File: config.mk
export PLATFORM = sky130hd
export DESIGN_NAME = tlic_top
export DESIGN_NICKNAME = d
export VERILOG_FILES = /design/src/hdl/tlic_flags.v /design/src/hdl/tlic_cycle.v /design/src/hdl/tlic_top.v
export VERILOG_INCLUDE_DIRS = /design/src /design/src/hdl
export SDC_FILE = /design/constraint.sdc
export NUM_CORES = 1
export LEC_CHECK = 0
export BUFFER_PORTS_ARGS = -buffer_cell sky130_fd_sc_hd__buf_2
export CORE_AREA = 2 2 93 95
export CTS_BUF_LIST = sky130_fd_sc_hd__clkbuf_16
export DETAILED_ROUTE_END_ITERATION = 7
export DIE_AREA = 0 0 95 97
export PLACE_DENSITY_LB_ADDON = 0.08
export SKIP_LAST_GASP = 1
export SYNTH_ARGS = -nofsm -noshare
export SYNTH_HDL_FRONTEND = slang
export SYNTH_SLANG_ARGS = --single-unit
File: constraint.sdc
create_clock -name pclk -period 1.5 [get_ports pclk]
set_input_delay 0.15 -clock pclk [delete_from_list [all_inputs] [get_ports pclk]]
set_output_delay 0.15 -clock pclk [all_outputs]
set_load 0.05 [all_outputs]
File: src/hdl/tlic_map.vh
// constants for the two-level interrupt controller
`ifndef TLIC_MAP_VH
`define TLIC_MAP_VH

// =====================================================================
// register offsets (byte addresses)
`define TLIC_OFF_CTRL 12'h000
`define TLIC_OFF_MODE 12'h004
`define TLIC_OFF_FLAG 12'h008
`define TLIC_OFF_ENABLE 12'h00c
`define TLIC_OFF_PRIO 12'h010
`define TLIC_OFF_STATUS 12'h014
`define TLIC_OFF_EVENT 12'h018

// =====================================================================
// control and mode register bit positions
`define TLIC_BIT_GIE 7
`define TLIC_BIT_PERIPHERAL_GROUP_ENABLE 6
`define TLIC_BIT_PRIORITY_MODE_ENABLE 7

// =====================================================================
// vectors and reset values
`define TLIC_VEC_HIGH 16'h0008
`define TLIC_VEC_LOW 16'h0018
`define TLIC_CTRL_RST 8'h00
`define TLIC_MODE_RST 8'h00

// =====================================================================
// timing: instruction-cycle length and latency window
`define TLIC_CYC_PER_INSTR 4
`define TLIC_LAT_MIN 3
`define TLIC_LAT_MAX 4

`endif

File: src/hdl/tlic_flags.v
// per-source sticky flags with software write-one-to-clear
`timescale 1ns/1ps
`include "tlic_map.vh"

module tlic_flags #(
  parameter N = 8
) (
  input wire pclk,
  input wire presetn,
  input wire [N-1:0] event_in,
  input wire [N-1:0] clear_mask,
  output reg [N-1:0] flag
);

  // =====================================================================
  // flags: set always wins over clear
  genvar i;
  generate
    for (i = 0; i < N; i = i + 1) begin : g_flag
      always @(posedge pclk or negedge presetn) begin
        if (!presetn) begin
          flag[i] <= 1'b0;
        end else if (event_in[i]) begin
          flag[i] <= 1'b1;
        end else if (clear_mask[i]) begin
          flag[i] <= 1'b0;
        end
      end
    end
  endgenerate

endmodule // tlic_flags

File: src/hdl/tlic_cycle.v
// instruction-cycle phase counter for the controller
`timescale 1ns/1ps
`include "tlic_map.vh"

module tlic_cycle #(
  parameter CYC = `TLIC_CYC_PER_INSTR
) (
  input wire pclk,
  input wire presetn,
  output reg cycle_end
);

  // =====================================================================
  // one pulse at the end of each instruction cycle
  reg [7:0] cnt;

  always @(posedge pclk or negedge presetn) begin
    if (!presetn) begin
      cnt <= 8'h00;
      cycle_end <= 1'b0;
    end else begin
      if (cnt == CYC[7:0] - 8'h01) begin
        cnt <= 8'h00;
        cycle_end <= 1'b1;
      end else begin
        cnt <= cnt + 8'h01;
        cycle_end <= 1'b0;
      end
    end
  end

endmodule // tlic_cycle

File: src/hdl/tlic_top.v
// two-level prioritized interrupt controller with apb registers
// Functional notes
// - high priority vectors to 0008h, low priority vectors to 0018h
// - high request preempts a running low routine in priority mode
// - each source has flag, enable and priority controls
// - priority operation only while priority_mode_enable is set
// - priority mode: bit 7 gates high sources, bit 6 gates low sources
// - flag, enable and group enable all set vectors at once by priority
// - priority mode clear at reset; priority bits then ignored
// - compatibility: bit 6 gates peripherals, bit 7 gates all sources
// - compatibility mode: every interrupt vectors to 0008h
// - acceptance clears the governing global or group enable
// - low requests not serviced during a high routine
// - core pushes return address and loads vector on acceptance
// - return instruction exits routine and sets governing enable again
// - external and port-change latency three to four instruction cycles
// - flags set on event regardless of enables
// - cleared individual enable blocks vectoring even with flag set
// - priority mode: bit 6 acts as low group enable
// - flags stay set until software clears them
//
// Decided for this implementation: the APB interface to the registers and the address map.
`timescale 1ns/1ps
`include "tlic_map.vh"

module tlic_top #(
  parameter N = 8,
  parameter [N-1:0] PERIPH_MASK = 8'hf8,
  parameter CYC = `TLIC_CYC_PER_INSTR
) (
  input wire pclk,
  input wire presetn,
  input wire psel,
  input wire penable,
  input wire pwrite,
  input wire [11:0] paddr,
  input wire [31:0] pwdata,
  output reg [31:0] prdata,
  output wire pready,
  output wire pslverr,
  input wire [N-1:0] irq_event,
  input wire vec_ack,
  input wire irq_return_instr,
  output reg vec_req,
  output reg [15:0] vec_addr,
  output wire in_high_isr,
  output wire in_low_isr
);

  // =====================================================================
  // states
  localparam [2:0] ST_IDLE = 3'b001;
  localparam [2:0] ST_WAIT = 3'b010;
  localparam [2:0] ST_REQ = 3'b100;

  // =====================================================================
  // registers
  reg global_irq_enable;
  reg peripheral_group_enable;
  reg priority_mode_enable;
  reg [N-1:0] src_enable;
  reg [N-1:0] src_prio;
  reg high_active;
  reg low_active;
  reg req_high;
  reg [2:0] state;
  reg [2:0] wait_cnt;
  wire [N-1:0] flag;
  wire cycle_end;
  reg [N-1:0] clear_mask;

  wire wr_en = psel & penable & pwrite;
  wire rd_en = psel & ~penable & ~pwrite;
  wire addr_ok = (paddr == `TLIC_OFF_CTRL) | (paddr == `TLIC_OFF_MODE) |
    (paddr == `TLIC_OFF_FLAG) | (paddr == `TLIC_OFF_ENABLE) |
    (paddr == `TLIC_OFF_PRIO) | (paddr == `TLIC_OFF_STATUS) |
    (paddr == `TLIC_OFF_EVENT);

  assign pready = 1'b1;
  assign pslverr = psel & penable & ~addr_ok;
  assign in_high_isr = high_active;
  assign in_low_isr = low_active;

  // =====================================================================
  // sub-blocks
  tlic_flags #(.N(N)) u_flags (
    .pclk(pclk),
    .presetn(presetn),
    .event_in(irq_event),
    .clear_mask(clear_mask),
    .flag(flag)
  );

  tlic_cycle #(.CYC(CYC)) u_cycle (
    .pclk(pclk),
    .presetn(presetn),
    .cycle_end(cycle_end)
  );

  // =====================================================================
  // request qualification
  wire [N-1:0] pend = flag & src_enable;
  wire [N-1:0] hi_src = priority_mode_enable ? src_prio : {N{1'b1}};
  wire [N-1:0] lo_src = ~src_prio;
  wire any_high_pri = |(pend & hi_src);
  wire any_low_pri = |(pend & lo_src);
  wire compat_any = |(pend & ~PERIPH_MASK) |
    (peripheral_group_enable & |(pend & PERIPH_MASK));
  // priority mode: high group gated by bit 7, low group by bit 6
  wire elig_high = priority_mode_enable ?
    (global_irq_enable & any_high_pri) :
    (global_irq_enable & compat_any);
  wire elig_low = priority_mode_enable & peripheral_group_enable &
    any_low_pri & ~high_active;
  wire high_ok = elig_high & ~high_active & (~priority_mode_enable | 1'b1);
  wire take_high = high_ok;
  wire take_any = take_high | (elig_low & ~low_active);

  // =====================================================================
  // sequencer: sample per instruction cycle, one request at a time
  always @(posedge pclk or negedge presetn) begin
    if (!presetn) begin
      state <= ST_IDLE;
      wait_cnt <= 3'h0;
      req_high <= 1'b0;
      vec_req <= 1'b0;
      vec_addr <= 16'h0000;
    end else begin
      case (state)
        ST_IDLE: begin
          if (cycle_end & take_any) begin
            req_high <= take_high;
            wait_cnt <= 3'h0;
            state <= ST_WAIT;
          end
        end
        ST_WAIT: begin
          if (cycle_end) begin
            if (wait_cnt == `TLIC_LAT_MIN - 2) begin
              vec_req <= 1'b1;
              if (req_high | ~priority_mode_enable) begin
                vec_addr <= `TLIC_VEC_HIGH;
              end else begin
                vec_addr <= `TLIC_VEC_LOW;
              end
              state <= ST_REQ;
            end else begin
              wait_cnt <= wait_cnt + 3'h1;
            end
          end
        end
        ST_REQ: begin
          if (vec_ack) begin
            vec_req <= 1'b0;
            state <= ST_IDLE;
          end
        end
        default: begin
          state <= ST_IDLE;
        end
      endcase
    end
  end

  wire accept = (state == ST_REQ) & vec_ack;

  // =====================================================================
  // control, enables and routine tracking
  always @(posedge pclk or negedge presetn) begin
    if (!presetn) begin
      global_irq_enable <= 1'b0;
      peripheral_group_enable <= 1'b0;
      priority_mode_enable <= 1'b0;
      src_enable <= {N{1'b0}};
      src_prio <= {N{1'b1}};
      high_active <= 1'b0;
      low_active <= 1'b0;
    end else begin
      if (wr_en & (paddr == `TLIC_OFF_CTRL)) begin
        global_irq_enable <= pwdata[`TLIC_BIT_GIE];
        peripheral_group_enable <= pwdata[`TLIC_BIT_PERIPHERAL_GROUP_ENABLE];
      end
      if (wr_en & (paddr == `TLIC_OFF_MODE)) begin
        priority_mode_enable <= pwdata[`TLIC_BIT_PRIORITY_MODE_ENABLE];
      end
      if (wr_en & (paddr == `TLIC_OFF_ENABLE)) begin
        src_enable <= pwdata[N-1:0];
      end
      if (wr_en & (paddr == `TLIC_OFF_PRIO)) begin
        src_prio <= pwdata[N-1:0];
      end
      if (accept) begin
        if (req_high | ~priority_mode_enable) begin
          global_irq_enable <= 1'b0;
          high_active <= 1'b1;
        end else begin
          peripheral_group_enable <= 1'b0;
          low_active <= 1'b1;
        end
      end else if (irq_return_instr) begin
        if (high_active) begin
          global_irq_enable <= 1'b1;
          high_active <= 1'b0;
        end else if (low_active) begin
          if (priority_mode_enable) begin
            peripheral_group_enable <= 1'b1;
          end else begin
            global_irq_enable <= 1'b1;
          end
          low_active <= 1'b0;
        end
      end
    end
  end

  // =====================================================================
  // flag clearing and read data
  always @* begin
    clear_mask = {N{1'b0}};
    if (wr_en & (paddr == `TLIC_OFF_FLAG)) begin
      clear_mask = pwdata[N-1:0];
    end
  end

  always @(posedge pclk or negedge presetn) begin
    if (!presetn) begin
      prdata <= 32'h00000000;
    end else if (rd_en) begin
      case (paddr)
        `TLIC_OFF_CTRL: prdata <= {24'h000000, global_irq_enable, peripheral_group_enable,
          6'h00};
        `TLIC_OFF_MODE: prdata <= {24'h000000, priority_mode_enable, 7'h00};
        `TLIC_OFF_FLAG: prdata <= {{(32-N){1'b0}}, flag};
        `TLIC_OFF_ENABLE: prdata <= {{(32-N){1'b0}}, src_enable};
        `TLIC_OFF_PRIO: prdata <= {{(32-N){1'b0}}, src_prio};
        `TLIC_OFF_STATUS: prdata <= {28'h0000000, vec_req, req_high, high_active,
          low_active};
        `TLIC_OFF_EVENT: prdata <= {{(32-N){1'b0}}, pend};
        default: prdata <= 32'h00000000;
      endcase
    end
  end

endmodule // tlic_top

==> impl_metrics.env, run 1 <==
export IMPL_status="finished with violations"
export IMPL_violations="negative setup slack"
export IMPL_ys_dominant_reg_cell="dfrtp_1"
export IMPL_setup_viol=4
export IMPL_finalCritPeriodShare=1.051
export IMPL_rsz0062_at_grt="yes"
export IMPL_critical_path_class="flop to flop"
export IMPL_pin_count=112
export IMPL_root_buffer="clkbuf_16"
export IMPL_p_int_mw=2.229
export IMPL_die_area_mm2=0.009215
export IMPL_combPwrFrac=0.147
export IMPL_crit_required_ns=1.69
export IMPL_total_leakage_power_nw=1.889
export IMPL_drive_above_1_share=0.3747
export IMPL_final_common_cell="buf_4"
export IMPL_p_sw_frac=0.2832
export IMPL_slew_violations=0
export IMPL_numCtsBuffers=5
export IMPL_grt_pass1_vias=2413
export IMPL_synthArstFlopShare=1.000
export IMPL_place_gp_congestion=0.8054
export IMPL_holdWs_ns=0.03203
export IMPL_hpwl_mm=5.814
export IMPL_pwr_share_clk=0.364
export IMPL_synth_seq_cells=56
export IMPL_ys_seq_area_frac=0.4427
export IMPL_nets=480
export IMPL_layout_common_cells="buf_4, buf_2, dfrtp_1"
export IMPL_end_kind="flop"
export IMPL_syn_cell_area_mm2=0.003191
export IMPL_drtIter0Drc=131
export IMPL_max_stage_delay_ns=0.52
export IMPL_areaGrowthSynthToFinish_pct=26.55
export IMPL_cp_start_kind="flop"
export IMPL_max_freq_ghz=0.6340
export IMPL_synth_edf_count=0
export IMPL_core_area_mm2=0.008134
export IMPL_start_util=0.3922
export IMPL_clk_latency_ns=0.29
export IMPL_cts_sinks=56
export IMPL_final_util=0.4964
export IMPL_drt_vias_per_instance=4.870
export IMPL_vdd_ir_drop_max_mv=0.4490
export IMPL_fin_setup_tns_ns=-0.2580
export IMPL_track_usage=0.1673
export IMPL_first_pass_iters=4
export IMPL_p_switching_uw=880.9
export IMPL_fp_row_count=33
export IMPL_cp_slowest_cell="dfstp_2"
export IMPL_timing_critical_path_buf_inv=1
export IMPL_critPathTopFamily="simple AND/OR/NAND/NOR gates"
export IMPL_final_antenna_net_count=0
export IMPL_avgRoutedWirePerCell_um=14.12
export IMPL_grt_max_degree=34
export IMPL_pwr_share_seq=0.490
export IMPL_clock_skew_ns=0.005257
export IMPL_clkTransAtPathRegs_ns=0.07
export IMPL_synth_warnings=0
export IMPL_drc=0
export IMPL_hold_viol=0
export IMPL_cts_htree_levels=2
export IMPL_io_buffers=48
export IMPL_synth_cells=319
export IMPL_cp_max_fo=3
export IMPL_antenna_found_initial=0
export IMPL_clock_path_buffers=2
export IMPL_maxCapViolations=0
export IMPL_synth_distinct_cells=54
export IMPL_antenna_cells=0
export IMPL_cp_cell_sequence="buf_4, nand3_1, nand4_1, nor3_2, or2_2, a41o_1"
export IMPL_powerDensity_mw_per_mm2=770.3
export IMPL_grt_ovfl_total=0
export IMPL_finalWirelength_mm=7.398
export IMPL_avgSynthCellArea_um2=10.00
export IMPL_hp_class="input port to flop"
export IMPL_dr_total_vias=2552
export IMPL_dieHeight_um=97
export IMPL_fin_ws_ns=-0.07719
export IMPL_grt_pass1_wl_mm=12.10
export IMPL_die_width_um=95
export IMPL_cts_tree="yes"
export IMPL_fin_crit_ns=1.577
export IMPL_arrival_ns=1.76
-- power groups by stage --
stage	Sequential, mW	Combinational (mW)	Clock [mW]
after floorplan	1.56	0.379	0
after global placement	1.55	0.448	0
after detailed placement	1.55	0.450	0
after CTS	1.52	0.453	1.17
after global routing	1.52	0.493	1.23
final	1.52	0.456	1.13
-- cell usage after synthesis (6+ instances only) --
cell type,n,area share
buf_4,39,0.092
o21ai_0,21,0.033
nand3_1,13,0.020
a21oi_1,7,0.011
nor2_1,12,0.014
nor2b_1,9,0.018
a21o_1,10,0.024
clkbuf_1,7,0.0082
nand2_1,34,0.040
mux2i_1,6,0.019
dfrtp_1,47,0.37
inv_1,8,0.0094
dfstp_2,9,0.074
o22ai_1,6,0.012
mux2_2,19,0.067
-- worst paths after layout --
kind                                        end    startpoint  cells after the start  slack, ns
worst min-delay path            u_flags.flag[7]  irq_event[7]                      2       0.03
min in group asynchronous       u_flags.flag[4]       presetn                      2       0.31
worst min register to register      vec_addr[3]   vec_addr[3]                      1       0.46
max in group asynchronous           src_prio[6]       presetn                      3       0.61
worst max-delay path                wait_cnt[0]   src_prio[3]                      6      -0.08
worst max register to register      wait_cnt[0]   src_prio[3]                      6      -0.08
-- registers in the layout, indices dropped and copies added, names as in the netlist --
name and cells:
state 3, prdata 8, vec_req 1, u_flags.flag 8
wait_cnt 3, src_enable 8, u_cycle.cycle_end 1, priority_mode_enable 1
global_irq_enable 1, in_high_isr 1, req_high 1, peripheral_group_enable 1
src_prio 8, in_low_isr 1, u_cycle.cnt 8, vec_addr 2
-- per-stage QoR --
stage / total power, mW / area [um^2] / cells / setup slack [ns]
floorplan: 1.935 / 3363 / 356 / 0.008188
global placement: 1.999 / 3809 / 512 / -0.1610
detailed placement: 2.001 / 3809 / 512 / -0.1558
CTS: 3.141 / 3975 / 522 / -0.1127
global route: 3.241 / 4038 / 524 / -0.1914
finish: 3.110 / 4038 / 524 / -0.07719
-- cells by family after synthesis --
kind of cell / share of synthesized area
and+or+nand+nor: 0.1753
AOI/OAI and AO/OA: 0.1561
DFF: 0.4427
buffers and inverters: 0.1094
muxes: 0.08588
xor gates and xnor gates: 0.01647
adders and majority gates: 0.01177
other: 0.002354
-- cell type report --
class | instances | area, um^2
Inverter | 8 | 30.03
Clock inverter | 3 | 15.01
Timing Repair Buffer | 101 | 671.9
Clock buffer | 5 | 125.1
Sequential cell | 56 | 1415
Fill cell | 807 | 4096
Tap cell | 105 | 131.4
Multi-Input combinational cell | 246 | 1649
-- per-layer routing --
metal / vias up / routed length (um) / GRT usage
li1: 1264 / - / -
met1: 1201 / 3712 / 0.2490
met2: 80 / 3287 / 0.2553
met3: 7 / 318 / 0.02882
met4: 0 / 80 / 0.03456
met5: - / 0 / 0
-- repair_timing --
action                     4_1_cts  5_1_grt
hold endpoints to repair        11        0
pin swaps                        5        8
hold buffers                     1        0
setup endpoints to repair        7       10
buffers inserted                 2        2
resized for setup                3        9
No activity file was read; power rests on OpenSTA's default activity.
==> run 2: changes to the inputs <==
CORE_AREA = 2 2 119 75   (was 2 2 93 95)
DIE_AREA = 0 0 121 77   (was 0 0 95 97)
RECOVER_POWER = 50   (was default)
==> run 2 against run 1 <==
Against the previous run:
- the run still ends with negative setup slack left
- routed wire length is 4.1% higher
- clock power about the same
- sequential cell count is the same
- global-route usage increased by 0.19 points
- critical path type unchanged
==> impl_metrics.env, run 2 (synthesis results as in run 1) <==
export IMPL_status="finished with violations"
export IMPL_violations="negative setup slack"
export IMPL_finalWirelength_mm=7.698
export IMPL_dr_total_vias=2563
export IMPL_seq_area_mm2=0.001415
export IMPL_wl_met3_um=463
export IMPL_antenna_cells=0
export IMPL_timing_critical_path_buf_inv=1
export IMPL_cts_htree_levels=2
export IMPL_crit_required_ns=1.69
export IMPL_die_width_um=121
export IMPL_die_area_mm2=0.009317
export IMPL_finalCritPeriodShare=1.033
export IMPL_final_antenna_net_count=0
export IMPL_critical_path_class="flop to flop"
export IMPL_drive_above_1_share=0.3804
export IMPL_wl_met1_mm=4.219
export IMPL_instances_no_fill=530
export IMPL_layout_common_cells="buf_4, buf_2, dfrtp_1"
export IMPL_max_freq_ghz=0.6455
export IMPL_slew_headroom=0.4866
export IMPL_arrival_ns=1.74
export IMPL_grt_pass1_wl_mm=12.37
export IMPL_grt_pass1_vias=2398
export IMPL_place_gp_congestion=0.8748
export IMPL_p_switching_uw=901.5
export IMPL_fin_setup_tns_ns=-0.1406
export IMPL_cp_slowest_cell="dfstp_2"
export IMPL_pwr_share_clk=0.372
export IMPL_p_total_mw=3.127
export IMPL_clk_latency_ns=0.29
export IMPL_track_usage=0.1692
export IMPL_final_common_cell="buf_4"
export IMPL_io_buffers=48
export IMPL_avgRoutedWirePerCell_um=14.52
export IMPL_cts_sinks=56
export IMPL_powerDensity_mw_per_mm2=778.1
export IMPL_end_kind="flop"
export IMPL_final_util=0.4883
export IMPL_nets=479
export IMPL_wl_met2_mm=2.967
export IMPL_fin_ws_ns=-0.04916
export IMPL_hold_viol=0
export IMPL_combPwrFrac=0.141
export IMPL_first_pass_iters=4
export IMPL_drc=0
export IMPL_numCtsBuffers=5
export IMPL_hpwl_mm=6.008
export IMPL_critPathTopFamily="flip-flops"
export IMPL_vdd_ir_drop_max_mv=0.4819
export IMPL_antenna_found_initial=0
export IMPL_cts_tree="yes"
export IMPL_slew_violations=0
export IMPL_p_sw_frac=0.2883
export IMPL_cp_cell_sequence="buf_4, nand3_1, nand4_1, nor3_2, or2_4, a41o_1"
export IMPL_pwr_share_seq=0.487
export IMPL_hp_class="input port to flop"
export IMPL_max_slew_worst_pin_slew_ns=0.7701
export IMPL_areaGrowthSynthToFinish_pct=25.96
export IMPL_drt_vias_per_instance=4.836
export IMPL_multiInputGateArea_mm2=0.001652
export IMPL_clkTransAtPathRegs_ns=0.07
export IMPL_placedCellCount=515
export IMPL_maxCapViolations=0
export IMPL_top_layer="met4"
export IMPL_root_buffer="clkbuf_16"
export IMPL_fillers=810
export IMPL_total_leakage_power_nw=1.890
export IMPL_dieHeight_um=77
export IMPL_grt_ovfl_total=0
export IMPL_cp_max_fo=3
export IMPL_p_int_mw=2.226
export IMPL_clock_path_buffers=2
export IMPL_fp_row_count=26
export IMPL_max_stage_delay_ns=0.55
export IMPL_rsz0062_at_grt="yes"
export IMPL_start_util=0.3877
export IMPL_pin_count=112
export IMPL_fin_crit_ns=1.549
export IMPL_core_area_mm2=0.008230
export IMPL_drtIter0Drc=130
export IMPL_setup_viol=4
export IMPL_cp_start_kind="flop"
export IMPL_clock_skew_ns=0.006368
export IMPL_grt_max_degree=57
run 2: cell type report:
type,count,area share
Clock buffer,5,0.03113
Tap cell,112,0.03487
Timing Repair Buffer,100,0.1585
Sequential cell,56,0.3521
Clock inverter,3,0.004981
Multi-Input combinational cell,246,0.4110
Inverter,8,0.007472
run 2: path summary, 6_finish.rpt:
check	to	slack, ns	from	cells past startpoint
worst min register to register	vec_addr[3]	0.46	vec_addr[3]	1
worst max-delay path	wait_cnt[0]	-0.05	src_prio[1]	6
min in group asynchronous	peripheral_group_enable	0.58	presetn	3
max in group asynchronous	in_high_isr	0.39	presetn	3
worst max register to register	wait_cnt[0]	-0.05	src_prio[1]	6
worst min-delay path	u_flags.flag[1]	0.03	irq_event[1]	2
run 2: power groups by stage:
stage | combinational, mW | sequential, mW | clock [mW]
2_1_floorplan | 0.379 | 1.56 | 0
3_3_place_gp | 0.441 | 1.55 | 0
3_5_place_dp | 0.442 | 1.55 | 0
4_1_cts | 0.445 | 1.52 | 1.20
5_1_grt | 0.471 | 1.53 | 1.28
6_report | 0.441 | 1.52 | 1.16
run 2: through the flow:
stage | worst slack [ns] | area (um^2) | hold WS [ns]
2_1_floorplan | 0.008188 | 3363 | -0.1456
3_3_place_gp | -0.2122 | 3775 | 0.1804
3_5_place_dp | -0.2105 | 3775 | 0.1811
4_1_cts | -0.1090 | 3995 | 0.02552
5_1_grt | -0.1688 | 4019 | 0.03377
6_report | -0.04916 | 4019 | 0.02886
run 2: repair_timing:
| item | 4_1_cts | 5_1_grt |
|---|---|---|
| resized for setup | 9 | 7 |
| buffers inserted | 6 | 1 |
| endpoints found under the hold margin | 47 | 0 |
| pin swaps | 9 | 7 |
| setup endpoints to repair | 6 | 14 |
| hold buffers | 1 | 0 |
run 2: layer usage:
metal  up-vias  GRT usage
met5         -          0
met4         0    0.02093
met3         7    0.04836
met2        78     0.2219
met1      1211     0.2749
li1       1267          -
==> run 3: changes to the inputs <==
ABC_AREA = 1   (was default)
CORE_AREA = 2 2 123 77   (was 2 2 119 75)
CTS_BUF_LIST = sky130_fd_sc_hd__clkbuf_4   (was sky130_fd_sc_hd__clkbuf_16)
CTS_CLUSTER_SIZE = 40   (was default)
DIE_AREA = 0 0 125 79   (was 0 0 121 77)
==> run 3 against run 2 <==
Against the previous run:
- the run still ends with negative setup slack left
- final cell count increased by 32%
- worst hold slack improved by 0.040 ns
- via count grew 22%
- area after synthesis is 8.3% higher
- utilization is 1.9 points higher
- cell area rose by 12%
- critical endpoint is now wait_cnt[1]
- largest power group unchanged
==> impl_metrics.env, run 3 <==
export IMPL_io_buffers=48
export IMPL_areaGrowthSynthToFinish_pct=29.83
export IMPL_drtIter0Drc=162
export IMPL_stdcell_area_mm2=0.004487
export IMPL_synth_edf_count=0
export IMPL_dr_total_vias=3138
export IMPL_cts_tree="yes"
export IMPL_clock_path_buffers=2
export IMPL_drc=0
export IMPL_grt_max_degree=57
export IMPL_worstSetupStartpoint="priority_mode_enable"
export IMPL_antenna_cells=0
export IMPL_hold_start="irq_return_instr"
export IMPL_slew_headroom=0.4699
export IMPL_netlist_top_cells_count="nand2_1, inv_1, dfrtp_1"
export IMPL_synth_cells=456
export IMPL_cts_htree_levels=2
export IMPL_maxCapViolations=0
export IMPL_status="finished with violations"
export IMPL_fin_crit_ns=1.524
export IMPL_avgRoutedWirePerCell_um=12.62
export IMPL_dieHeight_um=79
export IMPL_max_freq_ghz=0.6563
export IMPL_first_pass_iters=5
export IMPL_vdd_ir_drop_max_mv=0.4753
export IMPL_powerDensity_mw_per_mm2=850.0
export IMPL_root_buffer="clkbuf_4"
export IMPL_clock_skew_ns=0.01100
export IMPL_start_util=0.3904
export IMPL_clk_latency_ns=0.38
export IMPL_hold_viol=0
export IMPL_numCtsBuffers=5
export IMPL_synth_distinct_cells=34
export IMPL_placedCellCount=663
export IMPL_total_leakage_power_nw=2.420
export IMPL_crit_required_ns=1.79
export IMPL_grt_ovfl_total=0
export IMPL_yosysTopAreaCell="dfrtp_1"
export IMPL_instances_no_fill=699
export IMPL_rsz0062_at_grt="yes"
export IMPL_setup_viol=5
export IMPL_die_area_mm2=0.009875
export IMPL_ys_seq_area_frac=0.4088
export IMPL_drive_above_1_share=0.3293
export IMPL_avgSynthCellArea_um2=7.579
export IMPL_end_kind="flop"
export IMPL_fp_row_count=27
export IMPL_clkTransAtPathRegs_ns=0.16
export IMPL_hp_class="input port to flop"
export IMPL_place_gp_congestion=0.8683
export IMPL_synthArstFlopShare=1.000
export IMPL_layout_common_cells="nand2_1, inv_1, buf_4"
export IMPL_fillers=871
export IMPL_p_total_mw=3.814
export IMPL_track_usage=0.1826
export IMPL_violations="negative setup slack"
export IMPL_slew_violations=0
export IMPL_final_common_cell="nand2_1"
export IMPL_multiInputGateArea_mm2=0.001684
export IMPL_yosysMostFrequentCell="nand2_1"
export IMPL_syn_cell_area_mm2=0.003456
export IMPL_synth_seq_cells=56
export IMPL_synth_warnings=0
export IMPL_synth_area_top_cells="dfrtp_1, nand2_1, buf_4"
export IMPL_nets=644
export IMPL_antenna_found_initial=0
export IMPL_place_area_mm2=0.004049
export IMPL_cts_sinks=56
export IMPL_die_width_um=125
export IMPL_arrival_ns=1.82
export IMPL_grt_pass1_vias=2718
export IMPL_pin_count=112
export IMPL_final_antenna_net_count=0
export IMPL_core_area_mm2=0.008851
export IMPL_finalCritPeriodShare=1.016
export IMPL_fin_setup_tns_ns=-0.05991
export IMPL_r2r_start="priority_mode_enable"
export IMPL_yosysTopAreaCellShare=0.3403
export IMPL_drt_vias_per_instance=4.489
export IMPL_cp_start_kind="flop"
export IMPL_seq_area_mm2=0.001415
export IMPL_fin_ws_ns=-0.02372
export IMPL_max_slew_worst_pin_slew_ns=0.7952
export IMPL_cp_max_fo=6
export IMPL_ys_dominant_reg_cell="dfrtp_1"
export IMPL_hpwl_mm=6.813
export IMPL_critical_path_class="flop to flop"
export IMPL_finalWirelength_mm=8.822
export IMPL_grt_pass1_wl_mm=14.10
-- run 3: cell count changes after synthesis, moves of 8 or more --
cell / delta
o21ai_2: +8
o21ai_1: +12
inv_1: +65
nand2_1: +79
nand3_1: +23
mux2_2: -19
nor2b_1: -9
a21o_1: -10
nor3_1: +12
-- run 3: kinds of logic (layout without fill, tap and decap cells) --
group | count (synthesis) | in the layout | share of synthesized area
AOI/OAI and AO/OA | 65 | 65 | 0.1072
DFF | 56 | 56 | 0.4088
buffers and inverters | 119 | 209 | 0.1770
other | 2 | 39 | 0.002173
xor gates and xnor gates | 6 | 6 | 0.01521
adders and majority gates | 3 | 3 | 0.01086
and+or+nand+nor | 205 | 205 | 0.2788
-- run 3: where the power goes --
group,switching [mW],internal (mW),leakage [nW]
sequential,0.0696,1.63,0.673
clock,0.477,0.391,0.0463
combinational,0.909,0.339,1.70
-- run 3: metrics by stage --
stage,util,hold slack (ns),setup slack [ns]
2_1_floorplan,-,-0.1456,0.06324
3_3_place_gp,0.4575,0.1810,-0.06277
3_5_place_dp,0.4575,0.1790,-0.1372
4_1_cts,0.4912,0.02895,-0.009875
5_1_grt,0.5069,0.04167,-0.1302
6_report,0.5069,0.06838,-0.02372
-- run 3: area by class of cell --
type	count	area share
well taps	116	0.03235
clock inverters	1	0.006693
inverters	77	0.06442
flip-flops and latches	56	0.3154
clock buffers	7	0.01171
repair buffers	124	0.1941
multi-input cells	318	0.3753
-- run 3: worst max-delay path, cell delays in order (launching register included) --
cell,delay (ns)
dfrtp_2,0.47
buf_6,0.14
nand2_2,0.05
nand2_1,0.04
nand2_1,0.07
nor2_1,0.05
nand3_1,0.11
nand3_2,0.09
nand2_2,0.09
nand2_4,0.07
nand2_8,0.09
nand2_4,0.05
nand2_1,0.06
nand2_1,0.05
-- run 3: layer usage --
layer | GRT usage | vias up | wire (um)
li1 | - | 1613 | -
met1 | 0.3083 | 1436 | 5155
met2 | 0.2299 | 84 | 3213
met3 | 0.03774 | 5 | 406
met4 | 0.03333 | 0 | 46
met5 | 0 | - | 0
-- run 3: worst paths after layout --
check                                  endpoint  slack [ns]  cells past startpoint
max in group asynchronous  priority_mode_enable        0.48                      3
max reg2reg                         wait_cnt[1]       -0.02                     13
min in group asynchronous             prdata[5]        0.46                      3
max                                 wait_cnt[1]       -0.02                     13
min reg2reg                         vec_addr[3]        0.48                      2
min                                  in_low_isr        0.07                      4
-- run 3: what timing repair did --
item,CTS,global route
buffers inserted,4,9
pin swaps,5,10
gates cloned,0,0
resized for setup,15,27
endpoints found under the setup margin,8,10
endpoints found under the hold margin,61,0
hold buffers,15,0
